==> config.mk <==
export PLATFORM = sky130hd
export DESIGN_NAME = dsd_decoder
export DESIGN_NICKNAME = d
export VERILOG_FILES = /design/src/dsd_pkg.sv /design/src/dsd_decoder.sv
export SDC_FILE = /design/constraint.sdc
export NUM_CORES = 1
export LEC_CHECK = 0
export ABC_CLOCK_PERIOD_IN_PS = 2500
export BUFFER_PORTS_ARGS = -buffer_cell sky130_fd_sc_hd__buf_4
export CAP_MARGIN = 5
export CELL_PAD_IN_SITES_DETAIL_PLACEMENT = 1
export CELL_PAD_IN_SITES_GLOBAL_PLACEMENT = 1
export CORE_AREA = 5 5 142 144
export CTS_BUF_LIST = sky130_fd_sc_hd__clkbuf_8 sky130_fd_sc_hd__clkbuf_16
export DETAILED_ROUTE_END_ITERATION = 8
export DIE_AREA = 0 0 147 149
export PLACE_DENSITY_LB_ADDON = 0.25
export SLEW_MARGIN = 20
export SYNTH_ARGS = -nofsm -noshare
export SYNTH_HDL_FRONTEND = slang
export SYNTH_SLANG_ARGS = --single-unit
export TNS_END_PERCENT = 30
==> constraint.sdc <==
create_clock -name aclk -period 2.5 [get_ports aclk]
set_clock_uncertainty 0.15 [all_clocks]
set_input_delay 0.5 -clock aclk [delete_from_list [all_inputs] [get_ports aclk]]
set_output_delay 0.5 -clock aclk [all_outputs]
set_load 0.005 [all_outputs]
==> src/dsd_pkg.sv <==
// Constants for the opcode decoder: opcodes, fields, counts, registers.
// Assumes a 16-bit instruction word and a 32-bit AXI4-Lite register bus.
`default_nettype none
package dsd_pkg;
  // ----------------------------------------------------------------
  // Decoded operations
  // ----------------------------------------------------------------
  localparam int OP_W = 5;
  localparam logic [OP_W-1:0] OP_NONE         = 5'h00;
  localparam logic [OP_W-1:0] OP_PULL_ACC     = 5'h01;
  localparam logic [OP_W-1:0] OP_PULL_MEM     = 5'h02;
  localparam logic [OP_W-1:0] OP_SAVE_MEM     = 5'h03;
  localparam logic [OP_W-1:0] OP_PUSH_ACC     = 5'h04;
  localparam logic [OP_W-1:0] OP_COND_RETURN  = 5'h05;
  localparam logic [OP_W-1:0] OP_REPEAT_IMM   = 5'h06;
  localparam logic [OP_W-1:0] OP_REPEAT_MEM   = 5'h07;
  localparam logic [OP_W-1:0] OP_STORE_HIGH   = 5'h08;
  localparam logic [OP_W-1:0] OP_STORE_LOW    = 5'h09;
  localparam logic [OP_W-1:0] OP_AUX_MINUS    = 5'h0A;
  localparam logic [OP_W-1:0] OP_SET_BIT      = 5'h0B;
  localparam logic [OP_W-1:0] OP_ACC_MINUS_P  = 5'h0C;
  localparam logic [OP_W-1:0] OP_P_SHIFT_SEL  = 5'h0D;
  localparam logic [OP_W-1:0] OP_SQUARE_MINUS = 5'h0E;
  localparam logic [OP_W-1:0] OP_STATUS0      = 5'h0F;
  localparam logic [OP_W-1:0] OP_STATUS1      = 5'h10;
  localparam logic [OP_W-1:0] OP_LONG_IMM     = 5'h11;
  localparam logic [OP_W-1:0] OP_MINUS_SHIFT  = 5'h12;
  localparam logic [OP_W-1:0] OP_MINUS_LONG   = 5'h13;
  localparam logic [OP_W-1:0] OP_MINUS_BORROW = 5'h14;
  localparam logic [OP_W-1:0] OP_MINUS_TEMP   = 5'h15;
  localparam logic [OP_W-1:0] OP_MINUS_IMM    = 5'h16;
  localparam logic [OP_W-1:0] OP_XOR_HIGH     = 5'h17;
  localparam logic [OP_W-1:0] OP_CLR_LOAD_RND = 5'h18;
  // ----------------------------------------------------------------
  // Opcode patterns
  // ----------------------------------------------------------------
  localparam logic [15:0] W_PULL_ACC = 16'hBE32;
  localparam logic [15:0] W_PUSH_ACC = 16'hBE3C;
  localparam logic [15:0] W_ACC_MINUS_P = 16'hBE05;
  localparam logic [15:0] W_XOR_HIGH = 16'hBE83;
  localparam logic [11:0] T_SET_BIT = 12'hBE4;
  localparam logic [11:0] T_MINUS_LONG = 12'hBFA;
  localparam logic [5:0]  T_COND_RETURN = 6'h3B;
  localparam logic [3:0]  N_STORE_ACC = 4'h9;
  localparam logic [3:0]  N_MINUS_SHIFT = 4'h3;
  localparam logic [7:0] H_PULL_MEM = 8'h8A;
  localparam logic [7:0] H_SAVE_MEM = 8'h76;
  localparam logic [7:0] H_REPEAT_IMM = 8'hBB;
  localparam logic [7:0] H_REPEAT_MEM = 8'h0B;
  localparam logic [7:0] H_AUX_MINUS = 8'h7C;
  localparam logic [7:0] H_P_SHIFT_SEL = 8'hBF;
  localparam logic [7:0] H_SQUARE_MINUS = 8'h53;
  localparam logic [7:0] H_STATUS0 = 8'h8E;
  localparam logic [7:0] H_STATUS1 = 8'h8F;
  localparam logic [7:0] H_LONG_IMM = 8'hAE;
  localparam logic [7:0] H_MINUS_BORROW = 8'h64;
  localparam logic [7:0] H_MINUS_TEMP = 8'h67;
  localparam logic [7:0] H_MINUS_IMM = 8'hBA;
  localparam logic [7:0] H_CLR_LOAD_RND = 8'h68;
  // Control bit nibbles and their select codes
  localparam logic [3:0] B_CARRY = 4'hF;
  localparam logic [3:0] B_BLOCK_PROG = 4'h5;
  localparam logic [3:0] B_INT_DIS = 4'h1;
  localparam logic [3:0] B_OVF_MODE = 4'h3;
  localparam logic [3:0] B_TEST = 4'hB;
  localparam logic [3:0] B_EXT_FLAG = 4'hD;
  localparam logic [3:0] B_SIGN_EXT = 4'h7;
  localparam logic [2:0] SEL_CARRY = 3'h0;
  localparam logic [2:0] SEL_BLOCK_PROG = 3'h1;
  localparam logic [2:0] SEL_INT_DIS = 3'h2;
  localparam logic [2:0] SEL_OVF_MODE = 3'h3;
  localparam logic [2:0] SEL_TEST = 3'h4;
  localparam logic [2:0] SEL_EXT_FLAG = 3'h5;
  localparam logic [2:0] SEL_SIGN_EXT = 3'h6;
  // Field positions
  localparam int POS_HALF = 11;
  localparam int POS_TP_HI = 9;
  localparam int POS_TP_LO = 8;
  // Words and cycles
  localparam logic [1:0] WORDS_ONE = 2'h1;
  localparam logic [1:0] WORDS_TWO = 2'h2;
  localparam logic [2:0] CYC_ONE = 3'h1;
  localparam logic [2:0] CYC_TWO = 3'h2;
  localparam logic [2:0] CYC_RET_TAKEN = 3'h4;
  localparam logic [2:0] CYC_RET_SKIP = 3'h2;
  // ----------------------------------------------------------------
  // Registers
  // ----------------------------------------------------------------
  localparam int ADDR_W = 4;
  localparam logic [ADDR_W-1:0] REG_CTRL = 4'h0;
  localparam logic [ADDR_W-1:0] REG_STATUS = 4'h4;
  localparam logic [ADDR_W-1:0] REG_COUNT = 4'h8;
  localparam logic [ADDR_W-1:0] REG_LAST = 4'hC;
  localparam int CTRL_EN = 0;
  localparam int CTRL_ABORT = 1;
  localparam logic RESET_EN = 1'b1;
  localparam logic [1:0] RESP_OKAY = 2'h0;
  localparam logic [1:0] RESP_SLVERR = 2'h2;
  typedef enum logic [1:0] {
    ST_FIRST  = 2'b01,
    ST_SECOND = 2'b10
  } dsd_state_e;
endpackage
`default_nettype wire

==> src/dsd_decoder.sv <==
// Opcode decoder for stack, store, subtract and immediate instructions.
// Assumes the fetch unit and the AXI4-Lite master share aclk.
`timescale 1ns/100ps
`default_nettype none
// Functional notes
// - Word BE32 decodes to stack pull into low accumulator, 1 word 1 cycle.
// - Upper byte 8A pulls stack top to addressed memory, 1 word 1 cycle.
// - Upper byte 76 pushes addressed memory word onto stack, 1/1.
// - Word BE3C pushes low accumulator onto stack, 1 word 1 cycle.
// - Top six bits 111011: conditional return, 4 cycles taken, 2 not.
// - Upper byte BB loads repeat counter from 8-bit constant, 1 cycle.
// - Upper byte 0B takes repeat count from addressed memory, 1/1.
// - Nibble 9 stores shifted accumulator; bit 11 picks half, 3-bit shift.
// - Upper byte 7C subtracts 8-bit constant from current aux register.
// - BE4x sets the control bit chosen by low nibble F, 5, 1, 3, B, D or 7; other nibbles decode to none.
// - Word BE05 subtracts product register from accumulator, 1/1.
// - Upper byte BF, except BFAx, sets product output shift mode, 1 cycle.
// - Upper byte 53 squares operand, subtracts previous product, 1/1.
// - Upper bytes 8E and 8F store status register 0 or 1.
// - Upper byte AE takes a 16-bit constant word; 2 words 2 cycles.
// - Nibble 3 subtracts operand shifted by bits 11..8, 1 cycle.
// - BFAx plus constant word subtracts shifted constant, 2/2.
// - Upper byte 64 subtracts operand with borrow, 1 cycle.
// - Upper byte 67 subtracts operand shifted by temporary register.
// - Upper byte BA subtracts 8-bit constant from accumulator, 1/1.
// - Word BE83 plus constant XORs constant shifted by 16, 2/2.
// - Upper byte 68 clears low, loads high accumulator rounded, 1/1.
module dsd_decoder (
  input  wire logic        aclk,
  input  wire logic        aresetn,
  input  wire logic [3:0]  s_axi_awaddr,
  input  wire logic        s_axi_awvalid,
  output logic             s_axi_awready,
  input  wire logic [31:0] s_axi_wdata,
  input  wire logic [3:0]  s_axi_wstrb,
  input  wire logic        s_axi_wvalid,
  output logic             s_axi_wready,
  output logic [1:0]       s_axi_bresp,
  output logic             s_axi_bvalid,
  input  wire logic        s_axi_bready,
  input  wire logic [3:0]  s_axi_araddr,
  input  wire logic        s_axi_arvalid,
  output logic             s_axi_arready,
  output logic [31:0]      s_axi_rdata,
  output logic [1:0]       s_axi_rresp,
  output logic             s_axi_rvalid,
  input  wire logic        s_axi_rready,
  input  wire logic        fetch_valid,
  input  wire logic [15:0] fetch_word,
  output logic             fetch_ready,
  output logic             dec_valid,
  output logic [4:0]       dec_op,
  output logic [1:0]       dec_words,
  output logic [2:0]       dec_cycles,
  output logic [2:0]       dec_cycles_alt,
  output logic [7:0]       dec_operand,
  output logic [3:0]       dec_shift,
  output logic             dec_acc_high,
  output logic [2:0]       dec_bit_sel,
  output logic [1:0]       dec_ret_tp,
  output logic [3:0]       dec_ret_cond,
  output logic [15:0]      dec_imm16
);

  // ----------------------------------------------------------------
  // Register bus
  // ----------------------------------------------------------------
  logic        aw_hold;
  logic        w_hold;
  logic [3:0]  aw_addr;
  logic [31:0] w_data;
  logic        w_lane0;
  logic        ctrl_en;
  logic        abort;
  logic [31:0] dec_count;
  logic [15:0] last_word;
  logic        last_bad;
  dsd_pkg::dsd_state_e state;

  wire wr_go = aw_hold && w_hold && !s_axi_bvalid;

  always_ff @(posedge aclk)
  begin
    if (!aresetn)
    begin
      s_axi_awready <= 1'b0;
      aw_hold       <= 1'b0;
      aw_addr       <= '0;
    end
    else if (s_axi_awready && s_axi_awvalid)
    begin
      s_axi_awready <= 1'b0;
      aw_hold       <= 1'b1;
      aw_addr       <= s_axi_awaddr;
    end
    else if (wr_go)
      aw_hold <= 1'b0;
    else if (!aw_hold && !s_axi_bvalid)
      s_axi_awready <= 1'b1;
  end

  always_ff @(posedge aclk)
  begin
    if (!aresetn)
    begin
      s_axi_wready <= 1'b0;
      w_hold       <= 1'b0;
      w_data       <= '0;
      w_lane0      <= 1'b0;
    end
    else if (s_axi_wready && s_axi_wvalid)
    begin
      s_axi_wready <= 1'b0;
      w_hold       <= 1'b1;
      w_data       <= s_axi_wdata;
      w_lane0      <= s_axi_wstrb[0];
    end
    else if (wr_go)
      w_hold <= 1'b0;
    else if (!w_hold && !s_axi_bvalid)
      s_axi_wready <= 1'b1;
  end

  // Write commit and response; only byte lane 0 carries control bits
  always_ff @(posedge aclk)
  begin
    if (!aresetn)
    begin
      s_axi_bvalid <= 1'b0;
      s_axi_bresp  <= dsd_pkg::RESP_OKAY;
      ctrl_en      <= dsd_pkg::RESET_EN;
      abort        <= 1'b0;
    end
    else
    begin
      abort <= 1'b0;
      if (wr_go)
      begin
        s_axi_bvalid <= 1'b1;
        s_axi_bresp  <= dsd_pkg::RESP_OKAY;
        unique case (aw_addr)
          dsd_pkg::REG_CTRL:
            if (w_lane0)
            begin
              ctrl_en <= w_data[dsd_pkg::CTRL_EN];
              abort   <= w_data[dsd_pkg::CTRL_ABORT];
            end
          dsd_pkg::REG_STATUS, dsd_pkg::REG_COUNT, dsd_pkg::REG_LAST: ;
          default: s_axi_bresp <= dsd_pkg::RESP_SLVERR;
        endcase
      end
      else if (s_axi_bvalid && s_axi_bready)
        s_axi_bvalid <= 1'b0;
    end
  end

  always_ff @(posedge aclk)
  begin
    if (!aresetn)
    begin
      s_axi_arready <= 1'b0;
      s_axi_rvalid  <= 1'b0;
      s_axi_rdata   <= '0;
      s_axi_rresp   <= dsd_pkg::RESP_OKAY;
    end
    else if (s_axi_arready && s_axi_arvalid)
    begin
      s_axi_arready <= 1'b0;
      s_axi_rvalid  <= 1'b1;
      s_axi_rresp   <= dsd_pkg::RESP_OKAY;
      unique case (s_axi_araddr)
        dsd_pkg::REG_CTRL:   s_axi_rdata <= {31'h0, ctrl_en};
        dsd_pkg::REG_STATUS:
          s_axi_rdata <= {19'h0, dec_op, 6'h0, last_bad,
                          state == dsd_pkg::ST_SECOND};
        dsd_pkg::REG_COUNT:  s_axi_rdata <= dec_count;
        dsd_pkg::REG_LAST:   s_axi_rdata <= {16'h0, last_word};
        default:
        begin
          s_axi_rdata <= '0;
          s_axi_rresp <= dsd_pkg::RESP_SLVERR;
        end
      endcase
    end
    else if (s_axi_rvalid && s_axi_rready)
      s_axi_rvalid <= 1'b0;
    else if (!s_axi_rvalid)
      s_axi_arready <= 1'b1;
  end

  // ----------------------------------------------------------------
  // Opcode decode
  // ----------------------------------------------------------------
  logic [4:0] next_op;
  logic [1:0] next_words;
  logic [2:0] next_cycles;
  logic [2:0] next_alt;
  logic [3:0] next_shift;
  logic       next_high;
  logic [2:0] next_bit;

  always_comb
  begin
    next_op     = dsd_pkg::OP_NONE;
    next_words  = dsd_pkg::WORDS_ONE;
    next_cycles = dsd_pkg::CYC_ONE;
    next_alt    = dsd_pkg::CYC_ONE;
    next_shift  = 4'h0;
    next_high   = 1'b0;
    next_bit    = dsd_pkg::SEL_CARRY;
    if (fetch_word == dsd_pkg::W_PULL_ACC)
      next_op = dsd_pkg::OP_PULL_ACC;
    else if (fetch_word == dsd_pkg::W_PUSH_ACC)
      next_op = dsd_pkg::OP_PUSH_ACC;
    else if (fetch_word == dsd_pkg::W_ACC_MINUS_P)
      next_op = dsd_pkg::OP_ACC_MINUS_P;
    else if (fetch_word == dsd_pkg::W_XOR_HIGH)
    begin
      next_op     = dsd_pkg::OP_XOR_HIGH;
      next_words  = dsd_pkg::WORDS_TWO;
      next_cycles = dsd_pkg::CYC_TWO;
      next_alt    = dsd_pkg::CYC_TWO;
    end
    else if (fetch_word[15:4] == dsd_pkg::T_SET_BIT)
    begin
      next_op = dsd_pkg::OP_SET_BIT;
      unique case (fetch_word[3:0])
        dsd_pkg::B_CARRY:      next_bit = dsd_pkg::SEL_CARRY;
        dsd_pkg::B_BLOCK_PROG: next_bit = dsd_pkg::SEL_BLOCK_PROG;
        dsd_pkg::B_INT_DIS:    next_bit = dsd_pkg::SEL_INT_DIS;
        dsd_pkg::B_OVF_MODE:   next_bit = dsd_pkg::SEL_OVF_MODE;
        dsd_pkg::B_TEST:       next_bit = dsd_pkg::SEL_TEST;
        dsd_pkg::B_EXT_FLAG:   next_bit = dsd_pkg::SEL_EXT_FLAG;
        dsd_pkg::B_SIGN_EXT:   next_bit = dsd_pkg::SEL_SIGN_EXT;
        default:               next_op  = dsd_pkg::OP_NONE;
      endcase
    end
    else if (fetch_word[15:4] == dsd_pkg::T_MINUS_LONG)
    begin
      next_op     = dsd_pkg::OP_MINUS_LONG;
      next_words  = dsd_pkg::WORDS_TWO;
      next_cycles = dsd_pkg::CYC_TWO;
      next_alt    = dsd_pkg::CYC_TWO;
      next_shift  = fetch_word[3:0];
    end
    else if (fetch_word[15:10] == dsd_pkg::T_COND_RETURN)
    begin
      next_op     = dsd_pkg::OP_COND_RETURN;
      next_cycles = dsd_pkg::CYC_RET_TAKEN;
      next_alt    = dsd_pkg::CYC_RET_SKIP;
    end
    else if (fetch_word[15:12] == dsd_pkg::N_STORE_ACC)
    begin
      next_high  = fetch_word[dsd_pkg::POS_HALF];
      next_op    = next_high ? dsd_pkg::OP_STORE_HIGH
                             : dsd_pkg::OP_STORE_LOW;
      next_shift = {1'b0, fetch_word[10:8]};
    end
    else if (fetch_word[15:12] == dsd_pkg::N_MINUS_SHIFT)
    begin
      next_op    = dsd_pkg::OP_MINUS_SHIFT;
      next_shift = fetch_word[11:8];
    end
    else
      unique case (fetch_word[15:8])
        dsd_pkg::H_PULL_MEM:     next_op = dsd_pkg::OP_PULL_MEM;
        dsd_pkg::H_SAVE_MEM:     next_op = dsd_pkg::OP_SAVE_MEM;
        dsd_pkg::H_REPEAT_IMM:   next_op = dsd_pkg::OP_REPEAT_IMM;
        dsd_pkg::H_REPEAT_MEM:   next_op = dsd_pkg::OP_REPEAT_MEM;
        dsd_pkg::H_AUX_MINUS:    next_op = dsd_pkg::OP_AUX_MINUS;
        dsd_pkg::H_P_SHIFT_SEL:  next_op = dsd_pkg::OP_P_SHIFT_SEL;
        dsd_pkg::H_SQUARE_MINUS: next_op = dsd_pkg::OP_SQUARE_MINUS;
        dsd_pkg::H_STATUS0:      next_op = dsd_pkg::OP_STATUS0;
        dsd_pkg::H_STATUS1:      next_op = dsd_pkg::OP_STATUS1;
        dsd_pkg::H_MINUS_BORROW: next_op = dsd_pkg::OP_MINUS_BORROW;
        dsd_pkg::H_MINUS_TEMP:   next_op = dsd_pkg::OP_MINUS_TEMP;
        dsd_pkg::H_MINUS_IMM:    next_op = dsd_pkg::OP_MINUS_IMM;
        dsd_pkg::H_CLR_LOAD_RND: next_op = dsd_pkg::OP_CLR_LOAD_RND;
        dsd_pkg::H_LONG_IMM:
        begin
          next_op     = dsd_pkg::OP_LONG_IMM;
          next_words  = dsd_pkg::WORDS_TWO;
          next_cycles = dsd_pkg::CYC_TWO;
          next_alt    = dsd_pkg::CYC_TWO;
        end
        default: next_op = dsd_pkg::OP_NONE;
      endcase
  end

  // ----------------------------------------------------------------
  // Word sequencing and result registers
  // ----------------------------------------------------------------
  wire take_first  = fetch_valid && fetch_ready &&
                     state == dsd_pkg::ST_FIRST;
  wire take_second = fetch_valid && fetch_ready &&
                     state == dsd_pkg::ST_SECOND;
  wire need_second = next_words == dsd_pkg::WORDS_TWO;

  logic [4:0] pend_op;
  logic [3:0] pend_shift;
  logic [7:0] pend_low;

  // Ready drops while disabled; a half-taken pair waits, abort drops it
  always_ff @(posedge aclk)
  begin
    if (!aresetn)
      fetch_ready <= 1'b0;
    else
      fetch_ready <= ctrl_en;
  end

  always_ff @(posedge aclk)
  begin
    if (!aresetn)
    begin
      state      <= dsd_pkg::ST_FIRST;
      pend_op    <= dsd_pkg::OP_NONE;
      pend_shift <= 4'h0;
      pend_low   <= 8'h0;
    end
    else if (abort)
      state <= dsd_pkg::ST_FIRST;
    else if (take_first && need_second)
    begin
      state      <= dsd_pkg::ST_SECOND;
      pend_op    <= next_op;
      pend_shift <= next_shift;
      pend_low   <= fetch_word[7:0];
    end
    else if (take_second)
      state <= dsd_pkg::ST_FIRST;
  end

  always_ff @(posedge aclk)
  begin
    if (!aresetn)
    begin
      dec_valid      <= 1'b0;
      dec_op         <= dsd_pkg::OP_NONE;
      dec_words      <= dsd_pkg::WORDS_ONE;
      dec_cycles     <= dsd_pkg::CYC_ONE;
      dec_cycles_alt <= dsd_pkg::CYC_ONE;
      dec_operand    <= 8'h0;
      dec_shift      <= 4'h0;
      dec_acc_high   <= 1'b0;
      dec_bit_sel    <= dsd_pkg::SEL_CARRY;
      dec_ret_tp     <= 2'h0;
      dec_ret_cond   <= 4'h0;
      dec_imm16      <= 16'h0;
    end
    else if (take_first && !need_second)
    begin
      dec_valid      <= 1'b1;
      dec_op         <= next_op;
      dec_words      <= next_words;
      dec_cycles     <= next_cycles;
      dec_cycles_alt <= next_alt;
      dec_operand    <= fetch_word[7:0];
      dec_shift      <= next_shift;
      dec_acc_high   <= next_high;
      dec_bit_sel    <= next_bit;
      dec_ret_tp     <= fetch_word[dsd_pkg::POS_TP_HI:dsd_pkg::POS_TP_LO];
      dec_ret_cond   <= fetch_word[3:0];
      dec_imm16      <= 16'h0;
    end
    else if (take_second && !abort)
    begin
      dec_valid      <= 1'b1;
      dec_op         <= pend_op;
      dec_words      <= dsd_pkg::WORDS_TWO;
      dec_cycles     <= dsd_pkg::CYC_TWO;
      dec_cycles_alt <= dsd_pkg::CYC_TWO;
      dec_operand    <= pend_low;
      dec_shift      <= pend_shift;
      dec_acc_high   <= 1'b0;
      dec_imm16      <= fetch_word;
    end
    else
      dec_valid <= 1'b0;
  end

  always_ff @(posedge aclk)
  begin
    if (!aresetn)
    begin
      dec_count <= '0;
      last_word <= '0;
      last_bad  <= 1'b0;
    end
    else if (take_first)
    begin
      last_word <= fetch_word;
      last_bad  <= next_op == dsd_pkg::OP_NONE;
      if (!need_second)
        dec_count <= dec_count + 32'h1;
    end
    else if (take_second && !abort)
      dec_count <= dec_count + 32'h1;
  end
endmodule
`default_nettype wire

# After elaboration in Yosys (flattened, before gate mapping)
# Cells that the tools add are included.
# totals
elab_cells,218
input_bits,68
ff_bits,173
# op_classes
reduce_logical,45
add_sub_neg,1
eq_ne,40
muxes,92
bitwise,5
# op_table
cell,count
$pmux 32 s4,1
$mux 32,3
$pmux 5 s14,1
$eq 16x16->1 const B,4
$eq 8x8->1 const B,7
$mux 5,11
$mux 2,26
$eq 8x7->1 const B,6
$mux 4,12
$mux 3,15
$add 32x1->32 const B,1
$eq 4x4->1 const B,8
$eq 12x12->1 const B,2
$mux 1,20
$pmux 3 s6,1
$eq 4x3->1 const B,4
$mux 8,2
$logic_and 1x1->1,15
$reduce_bool 2->1,7
$reduce_and 2->1,5
$reduce_or 2->1,5
$eq 4x2->1 const B,2
$eq 8x4->1 const B,1
$logic_not 4->1,2
other kinds (12),22

# Longest topological paths before layout
# Gate-level depths: netlist of the first run.
# logic_depth
ltp_word,15
mapped_depth,8
depth_no_buf,6

# Least setup slack after synthesis of the first run
# No wires, ideal clock.
# synth_path
kind,input to register
start,in fetch_word[9]
end,reg dec_count[31]
required_time_ps,2232
n_path_buf,1
arrival_ps,2006
path_stages,7
path_slack_ps,226
path_cell_list,buf_2 -> and4b_1 -> nand4_2 -> nand3b_4 -> a21o_2 -> or4_1 -> mux2i_1
# synth_via
elab_chain_cells,14
# synth_lines
item,line,text
start: declaration,dsd_decoder.sv:49,"input wire logic [15:0] fetch_word,"
$eq 8x8->1,dsd_decoder.sv:265,unique case (fetch_word[15:8])
$mux 2,dsd_decoder.sv:265,
$mux 2,dsd_decoder.sv:259,else if (fetch_word[15:12] == dsd_pkg::N_MINUS_SHIFT)
$mux 2,dsd_decoder.sv:252,else if (fetch_word[15:12] == dsd_pkg::N_STORE_ACC)
$mux 2,dsd_decoder.sv:246,else if (fetch_word[15:10] == dsd_pkg::T_COND_RETURN)
$mux 2,dsd_decoder.sv:238,else if (fetch_word[15:4] == dsd_pkg::T_MINUS_LONG)
$mux 2,dsd_decoder.sv:224,else if (fetch_word[15:4] == dsd_pkg::T_SET_BIT)
$mux 2,dsd_decoder.sv:217,else if (fetch_word == dsd_pkg::W_XOR_HIGH)
$mux 2,dsd_decoder.sv:215,else if (fetch_word == dsd_pkg::W_ACC_MINUS_P)
$mux 2,dsd_decoder.sv:213,else if (fetch_word == dsd_pkg::W_PUSH_ACC)
$mux 2 *,dsd_decoder.sv:211,if (fetch_word == dsd_pkg::W_PULL_ACC)
$eq 2x2->1 *,dsd_decoder.sv:297,wire need_second = next_words == dsd_pkg::WORDS_TWO;
$ne 2x2->1 (no source line) *,--,
$reduce_and 2->1 (no source line) *,--,
end signal: assignment,dsd_decoder.sv:395,dec_count <= dec_count + 32'h1;
end signal: assignment,dsd_decoder.sv:398,dec_count <= dec_count + 32'h1;
end: declaration,dsd_decoder.sv:75,logic [31:0] dec_count;
# Every way passes the cells marked *; elsewhere a longest branch is shown, timed or not.
# A chain may end at the register's enable or synchronous reset.

# Final worst setup path of the first run
# layout_path
start,reg state[1]
end,reg dec_count[30]
# layout_via
elab_chain_cells,5
# layout_lines
item,line,text
start: declaration,dsd_decoder.sv:78,dsd_pkg::dsd_state_e state;
start signal: assignment,dsd_decoder.sv:316,state <= dsd_pkg::ST_FIRST;
start signal: assignment,dsd_decoder.sv:322,state <= dsd_pkg::ST_FIRST;
start signal: assignment,dsd_decoder.sv:325,state <= dsd_pkg::ST_SECOND;
$eq 2x2->1,dsd_decoder.sv:296,state == dsd_pkg::ST_SECOND;
$logic_and 1x1->1,dsd_decoder.sv:295,wire take_second = fetch_valid && fetch_ready &&
$logic_and 1x1->1,dsd_decoder.sv:397,else if (take_second && !abort)
$reduce_bool 2->1 (no source line),--,
$reduce_and 2->1 (no source line),--,
# Several ways; a longest one is shown, not always the timed one.

==> impl_metrics.xml, run 1 <==
<?xml version="1.0" encoding="UTF-8"?>
<metrics>
  <group name="timing">
    <metric name="min_period" unit="ns">2.31</metric>
    <metric name="tightestPinTransition" unit="ns">0.733</metric>
    <metric name="final_min_period_over_clock_period" unit="%">92.6</metric>
    <metric name="timing.final.ws_setup" unit="ns">0.186</metric>
    <metric name="rsz_0062_raised_after_global_routing" unit="">no</metric>
    <metric name="fmax" unit="MHz">432</metric>
    <metric name="max_slew_margin" unit="%">51.2</metric>
    <metric name="fin_setup_tns" unit="ns">0</metric>
    <metric name="hold_viol" unit="">0</metric>
    <metric name="final-max-slew-violation-count" unit="">0</metric>
    <metric name="finalSetupViolCount" unit="">0</metric>
  </group>
  <group name="layout">
    <metric name="final_layout_size_suffix_gt1_share" unit="%">24.1</metric>
    <metric name="final-instance-count-excl-fill" unit="">1296</metric>
    <metric name="num-nets-final" unit="">1118</metric>
    <metric name="final_core_utilization" unit="%">51.3</metric>
    <metric name="layout.cells.most_common_list" unit="">203 x buf_4, 168 x dfxtp_1, 156 x nand2_1</metric>
    <metric name="mostFrequentLayoutCell" unit="">buf_4</metric>
    <metric name="area_growth_syn_to_layout" unit="%">29.6</metric>
    <metric name="antenna_cells" unit="">0</metric>
    <metric name="postLayoutCellArea" unit="mm²">0.00953</metric>
  </group>
  <group name="setup_path">
    <metric name="crit_type" unit="">flip-flop to flip-flop</metric>
    <metric name="timing.critical_path.arrival" unit="ns">2.48</metric>
    <metric name="critical_path.cell_chain" unit="">and4b_1 -&gt; o31a_1 -&gt; nand3b_4 -&gt; buf_12 -&gt; a2111oi_0 -&gt; buf_4 -&gt; xnor2_1 -&gt; nor2_1</metric>
    <metric name="cp-end-kind" unit="">flip-flop</metric>
    <metric name="ff2ff_setup_slack" unit="ns">0.19</metric>
    <metric name="start_kind" unit="">flip-flop</metric>
    <metric name="crit_path_max_incr_delay" unit="ns">0.47</metric>
    <metric name="cp_max_fo" unit="">21</metric>
    <metric name="slowest_cell_on_the_critical_path" unit="">a2111oi_0</metric>
    <metric name="critPathRequiredTime" unit="ns">2.66</metric>
  </group>
  <group name="power">
    <metric name="powerDensity" unit="mW/mm²">615</metric>
    <metric name="p_switching" unit="mW">1.59</metric>
    <metric name="p_comb_share" unit="%">8.6</metric>
    <metric name="power_leakage" unit="nW">3.73</metric>
    <metric name="power_frac_seq" unit="%">47.4</metric>
    <metric name="p_sw_share" unit="%">27.1</metric>
    <metric name="pwr-share-clk" unit="%">44.0</metric>
    <metric name="irDropWorstVdd" unit="mV">0.473</metric>
    <metric name="cell_internal_pwr" unit="mW">4.28</metric>
  </group>
  <group name="place">
    <metric name="place_worst_setup_slack" unit="ns">-0.164</metric>
    <metric name="dp.final_hpwl" unit="mm">17.6</metric>
    <metric name="port_buffers" unit="">125</metric>
    <metric name="detailed_place.area" unit="mm²">0.00896</metric>
    <metric name="gp_congestion" unit="">0.890</metric>
    <metric name="post-place-cells" unit="">1264</metric>
  </group>
  <group name="clocking">
    <metric name="later_pin_clock_latency_in_the_skew_report" unit="ns">0.44</metric>
    <metric name="cts.clk_slew.worst_paths" unit="ns">0.07</metric>
    <metric name="cts_hold_buffers" unit="">0</metric>
    <metric name="htree_num_levels" unit="">4</metric>
    <metric name="post_cts_resized" unit="">0</metric>
    <metric name="cts_post_setup_buffers_inserted" unit="">0</metric>
    <metric name="numCtsBuffers" unit="">17</metric>
    <metric name="clock_path_buffers" unit="">2</metric>
    <metric name="tritoncts" unit="">done</metric>
    <metric name="clockRootBuffer" unit="">clkbuf_16</metric>
    <metric name="numClockSinks" unit="">168</metric>
  </group>
  <group name="die">
    <metric name="floorplan.core_area" unit="mm²">0.0186</metric>
    <metric name="die_w" unit="µm">147</metric>
    <metric name="die_height" unit="µm">149</metric>
    <metric name="core.rowCount" unit="">50</metric>
    <metric name="initial_utilization" unit="%">39.6</metric>
    <metric name="i_o_pin_count" unit="">162</metric>
    <metric name="design.die.area" unit="mm²">0.0219</metric>
  </group>
  <group name="synthesis">
    <metric name="syn-instance-count" unit="">888</metric>
    <metric name="ys_dominant_reg_cell" unit="">dfxtp_1</metric>
    <metric name="async_flop_share" unit="%">0</metric>
    <metric name="post_synth_instance_area" unit="mm²">0.00735</metric>
    <metric name="synth_cell_types" unit="">67</metric>
    <metric name="syn-mean-instance-area" unit="µm²">8.28</metric>
    <metric name="synth_seq_cells" unit="">168</metric>
    <metric name="ys_warn_count" unit="">0</metric>
    <metric name="synth_enable_flop_cells" unit="">0</metric>
    <metric name="synth-seq-area-share" unit="%">45.8</metric>
  </group>
  <group name="global_route">
    <metric name="grt_max_degree" unit="">65</metric>
    <metric name="antenna_violations_before_repair" unit="">0</metric>
    <metric name="vias_in_the_first_global_route" unit="">7332</metric>
    <metric name="grt_pass1_wl" unit="mm">38.5</metric>
    <metric name="globalRoute.totalOverflow" unit="">0</metric>
    <metric name="grt_use_total" unit="%">21.9</metric>
  </group>
  <group name="min_path">
    <metric name="hold_path_class" unit="">input port to flip-flop</metric>
  </group>
  <group name="routing">
    <metric name="route.detailed.drc" unit="">0</metric>
    <metric name="route.vias.total" unit="">7158</metric>
    <metric name="number_of_detailed_routing_iterations_run_before_antenna_repair" unit="">4</metric>
    <metric name="viasPerCell" unit="">5.52</metric>
    <metric name="detailed_router_s_first_iteration_violation_count" unit="">351</metric>
    <metric name="routed_wl" unit="mm">24.0</metric>
    <metric name="drt.antenna.violating_nets" unit="">0</metric>
    <metric name="avgRoutedWirePerCell" unit="µm">18.5</metric>
  </group>
  <group name="job">
    <metric name="drv_cap" unit="">0</metric>
  </group>
  <group name="status">
    <metric name="outcome" unit="">finished clean</metric>
  </group>
</metrics>
## through the flow
step	power, mW	hold slack, ns
floorplan	3.08	0.260
global placement	3.33	0.286
detailed placement	3.35	0.294
CTS	5.92	0.170
global route	6.08	0.173
finish	5.86	0.173
## Yosys cell counts, drive strengths merged, types with 13 or more instances
cell	number	area share, %
a22o	16	1.9
nand2	157	8.1
o21ai	28	1.9
a22oi	19	1.9
buf	26	2.1
dfxtp	168	46
a211oi	13	1.3
nand3	37	2.6
nand4	15	1.4
nor2	78	4.1
clkbuf	41	2.1
inv	15	0.77
nor3	19	1.3
or4	15	1.5
a21oi	80	5.4
## final timing paths
check	endpoint	start	cells past startpoint
worst max-delay path	dec_count[30]	state[1]	8
worst min-delay path	s_axi_rvalid	s_axi_rready	3
worst max register to register	dec_count[30]	state[1]	8
worst min register to register	s_axi_rdata[13]	s_axi_rdata[13]	2
## flip-flops by register name, summed over array words and instances (netlist names), 2 cells and up
name          flops
dec_ret_tp        2
dec_op            5
dec_shift         4
dec_cycles        3
dec_operand       8
dec_ret_cond      4
dec_bit_sel       3
aw_addr           4
dec_count        32
state             2
pend_op           5
w_data            2
pend_shift        4
dec_imm16        16
pend_low          8
s_axi_rdata      32
last_word        16
## worst max-delay path, delay by kind of cell, from the launching register on
| kind | cells | cell delay [ns] |
|---|---|---|
| compound gates | 2 | 0.70 |
| xor+xnor | 1 | 0.11 |
| buf+inv | 2 | 0.39 |
| flops | 1 | 0.34 |
| simple gates | 3 | 0.50 |
## power by group through the flow
stage / registers [mW] / logic (mW) / clock network (mW)
4_1_cts: 2.78 / 0.509 / 2.63
6_report: 2.78 / 0.506 / 2.58
5_1_grt: 2.78 / 0.555 / 2.74
3_5_place_dp: 2.84 / 0.505 / 0
2_1_floorplan: 2.83 / 0.253 / 0
3_3_place_gp: 2.84 / 0.496 / 0
## metal layers
layer	vias up	GRT usage (%)	wire length, µm
li1	3493	-	-
met1	3479	26.7	10400
met2	152	38.7	12000
met3	34	4.01	1010
met4	0	7.64	543
met5	-	0	0
## logic make-up (layout without fill, tap and decap cells)
group	after synthesis	count (layout)	share of synthesized area (%)
flops	168	168	45.8
buf+inv	83	255	4.99
simple gates	391	391	26.1
other cells	1	3	0.0510
xor+xnor	15	15	1.79
fa+ha+maj	1	1	0.170
compound gates	213	213	18.9
mux	16	16	2.25
## layout make-up
class                      count  area, µm²
multi-input combinational    639       3640
timing repair buffer         207       1600
clock buffer                  17        425
tap                          234        293
sequential                   168       3360
inverter                      16       60.1
fill                        2226       9050
clock inverter                15        145
No activity file was read; power rests on OpenSTA's default activity.
==> inputs of run 2 (changes only) <==
- CORE_AREA: 5 5 142 144 -> 5 5 102 200
- DIE_AREA: 0 0 147 149 -> 0 0 107 205
==> impl_metrics.xml, run 2 (synthesized netlist as in run 1, its figures left out) <==
<?xml version="1.0" encoding="UTF-8"?>
<metrics>
  <group name="routing">
    <metric name="route.detailed.drc" unit="">0</metric>
    <metric name="number_of_detailed_routing_iterations_run_before_antenna_repair" unit="">4</metric>
    <metric name="viasPerCell" unit="">5.68</metric>
    <metric name="routed_wl" unit="mm">26.2</metric>
    <metric name="drt.antenna.violating_nets" unit="">0</metric>
    <metric name="detailed_router_s_first_iteration_violation_count" unit="">246</metric>
    <metric name="avgRoutedWirePerCell" unit="µm">20.3</metric>
    <metric name="route.vias.total" unit="">7330</metric>
  </group>
  <group name="layout">
    <metric name="total_of_fill_cells_in_the_finished_design" unit="">2279</metric>
    <metric name="final_core_utilization" unit="%">51.6</metric>
    <metric name="num-nets-final" unit="">1130</metric>
    <metric name="final_layout_size_suffix_gt1_share" unit="%">24.6</metric>
    <metric name="layout.cells.most_common_list" unit="">215 x buf_4, 167 x dfxtp_1, 156 x nand2_1</metric>
    <metric name="largestRegisters" unit="">dec_count: 32 flops, s_axi_rdata: 32 flops</metric>
    <metric name="mostFrequentLayoutCell" unit="">buf_4</metric>
    <metric name="antenna_cells" unit="">0</metric>
    <metric name="final-instance-count-excl-fill" unit="">1290</metric>
    <metric name="area_growth_syn_to_layout" unit="%">30.9</metric>
  </group>
  <group name="setup_path">
    <metric name="cp_max_fo" unit="">14</metric>
    <metric name="critical_path.cell_chain" unit="">and4b_1 -&gt; o31a_1 -&gt; nand3b_4 -&gt; a21o_2 -&gt; or4_1 -&gt; a21oi_1</metric>
    <metric name="slowest_cell_on_the_critical_path" unit="">or4_1</metric>
    <metric name="launching_instance_or_port_of_the_critical_path" unit="">state[1]</metric>
    <metric name="crit_type" unit="">flip-flop to flip-flop</metric>
    <metric name="critPathBufInv" unit="">0</metric>
    <metric name="crit-reg2reg-launch" unit="">state[1]</metric>
    <metric name="r2r-end" unit="">dec_count[13]</metric>
    <metric name="critPathRequiredTime" unit="ns">2.70</metric>
    <metric name="crit_path_max_incr_delay" unit="ns">0.57</metric>
    <metric name="timing.critical_path.arrival" unit="ns">2.57</metric>
    <metric name="cpLargestDelayFamily" unit="">simple AND/OR/NAND/NOR gates</metric>
    <metric name="reg2reg_depth" unit="">6</metric>
    <metric name="ff2ff_setup_slack" unit="ns">0.13</metric>
    <metric name="start_kind" unit="">flip-flop</metric>
    <metric name="cp-end-kind" unit="">flip-flop</metric>
  </group>
  <group name="timing">
    <metric name="timing.final.ws_setup" unit="ns">0.129</metric>
    <metric name="rsz_0062_raised_after_global_routing" unit="">no</metric>
    <metric name="min_period" unit="ns">2.37</metric>
    <metric name="timing.hold.ws" unit="ns">0.179</metric>
    <metric name="final-max-slew-violation-count" unit="">0</metric>
    <metric name="max_slew_margin" unit="%">61.1</metric>
    <metric name="finalSetupViolCount" unit="">0</metric>
    <metric name="final_min_period_over_clock_period" unit="%">94.8</metric>
    <metric name="hold_viol" unit="">0</metric>
    <metric name="tightestPinTransition" unit="ns">0.582</metric>
    <metric name="fmax" unit="MHz">422</metric>
  </group>
  <group name="clocking">
    <metric name="tritoncts" unit="">done</metric>
    <metric name="numCtsBuffers" unit="">17</metric>
    <metric name="htree_num_levels" unit="">4</metric>
    <metric name="cts_post_setup_buffers_inserted" unit="">0</metric>
    <metric name="cts_hold_buffers" unit="">0</metric>
    <metric name="numClockSinks" unit="">168</metric>
    <metric name="cts.clk_slew.worst_paths" unit="ns">0.07</metric>
    <metric name="later_pin_clock_latency_in_the_skew_report" unit="ns">0.43</metric>
    <metric name="post_cts_resized" unit="">0</metric>
    <metric name="clockRootBuffer" unit="">clkbuf_16</metric>
    <metric name="clock_path_buffers" unit="">2</metric>
  </group>
  <group name="die">
    <metric name="i_o_pin_count" unit="">162</metric>
    <metric name="initial_utilization" unit="%">39.4</metric>
    <metric name="die_w" unit="µm">107</metric>
    <metric name="core.rowCount" unit="">71</metric>
    <metric name="floorplan.core_area" unit="mm²">0.0187</metric>
    <metric name="design.die.area" unit="mm²">0.0219</metric>
    <metric name="die_height" unit="µm">205</metric>
  </group>
  <group name="power">
    <metric name="irDropWorstVdd" unit="mV">0.405</metric>
    <metric name="design_power_total" unit="mW">6.01</metric>
    <metric name="powerDensity" unit="mW/mm²">624</metric>
    <metric name="power_leakage" unit="nW">3.81</metric>
  </group>
  <group name="place">
    <metric name="port_buffers" unit="">125</metric>
    <metric name="dp.final_hpwl" unit="mm">19.5</metric>
    <metric name="post-place-cells" unit="">1261</metric>
    <metric name="gp_congestion" unit="">0.923</metric>
    <metric name="place_worst_setup_slack" unit="ns">-0.163</metric>
  </group>
  <group name="min_path">
    <metric name="min-delay-start" unit="">s_axi_awaddr[3]</metric>
    <metric name="timing.hold.worst_endpoint" unit="">aw_addr[3]</metric>
    <metric name="hold_path_class" unit="">input port to flip-flop</metric>
    <metric name="min_path_cells" unit="">3</metric>
  </group>
  <group name="global_route">
    <metric name="globalRoute.totalOverflow" unit="">0</metric>
    <metric name="antenna_violations_before_repair" unit="">0</metric>
    <metric name="grt_use_total" unit="%">24.0</metric>
    <metric name="grt_pass1_wl" unit="mm">41.0</metric>
    <metric name="grt_max_degree" unit="">97</metric>
    <metric name="vias_in_the_first_global_route" unit="">7830</metric>
  </group>
  <group name="status">
    <metric name="outcome" unit="">finished clean</metric>
  </group>
  <group name="job">
    <metric name="drv_cap" unit="">0</metric>
  </group>
</metrics>
==> run 2: changes by cell type in the layout (fill, tap and decap cells not counted), moves of 2 or more <==
cell | before | now
buf_4 | 203 | 215
bufinv_16 | 0 | 4
clkinv_2 | 1 | 3
inv_1 | 15 | 18
inv_6 | 7 | 0
inv_8 | 4 | 0
==> run 2: worst max path at each step <==
| stage | end | slack (ns) | depth (start not counted) |
|---|---|---|---|
| 3_3_place_gp | pend_low[6] | -0.09 | 9 |
| 3_5_place_dp | pend_low[0] | -0.16 | 9 |
| 2_1_floorplan | dec_count[31] | 0.23 | 7 |
| 4_1_cts | dec_count[13] | 0.14 | 6 |
| 6_report | dec_count[13] | 0.13 | 6 |
| 5_1_grt | dec_count[13] | 0.06 | 6 |
==> run 2: report_power, final <==
part           switching (mW)  internal (mW)
clock network            1.06           1.64
logic                   0.303          0.223
registers              0.0467           2.73
total                    1.41           4.60
==> run 2: stage by stage <==
stage,TNS (ns),instance area (µm²)
6_report,0,9620
5_1_grt,0,9620
4_1_cts,0,9620
3_5_place_dp,-2.29,9030
3_3_place_gp,-1.18,9030
2_1_floorplan,0,7360
==> run 2: final cells by class <==
class	instances	area [µm²]	area share, %
multi-input combinational	639	3640	37.8
sequential	168	3360	35.0
tap	219	274	2.85
clock buffer	17	425	4.42
timing repair buffer	219	1690	17.6
clock inverter	12	164	1.70
inverter	16	60.1	0.624
==> run 2: routing by layer <==
metal	GRT usage [%]	up-vias	part of all wire [%]	routed length (µm)
li1	-	3492	-	-
met1	22.7	3616	35	9140
met2	47.7	159	58	15100
met3	3.53	63	2.9	769
met4	13.4	0	4.6	1200
met5	0	-	0	0
==> run 2: worst min-delay path: stages <==
cell	delay, ns
buf_4	0.11
nand3_1	0.05
a21oi_1	0.05
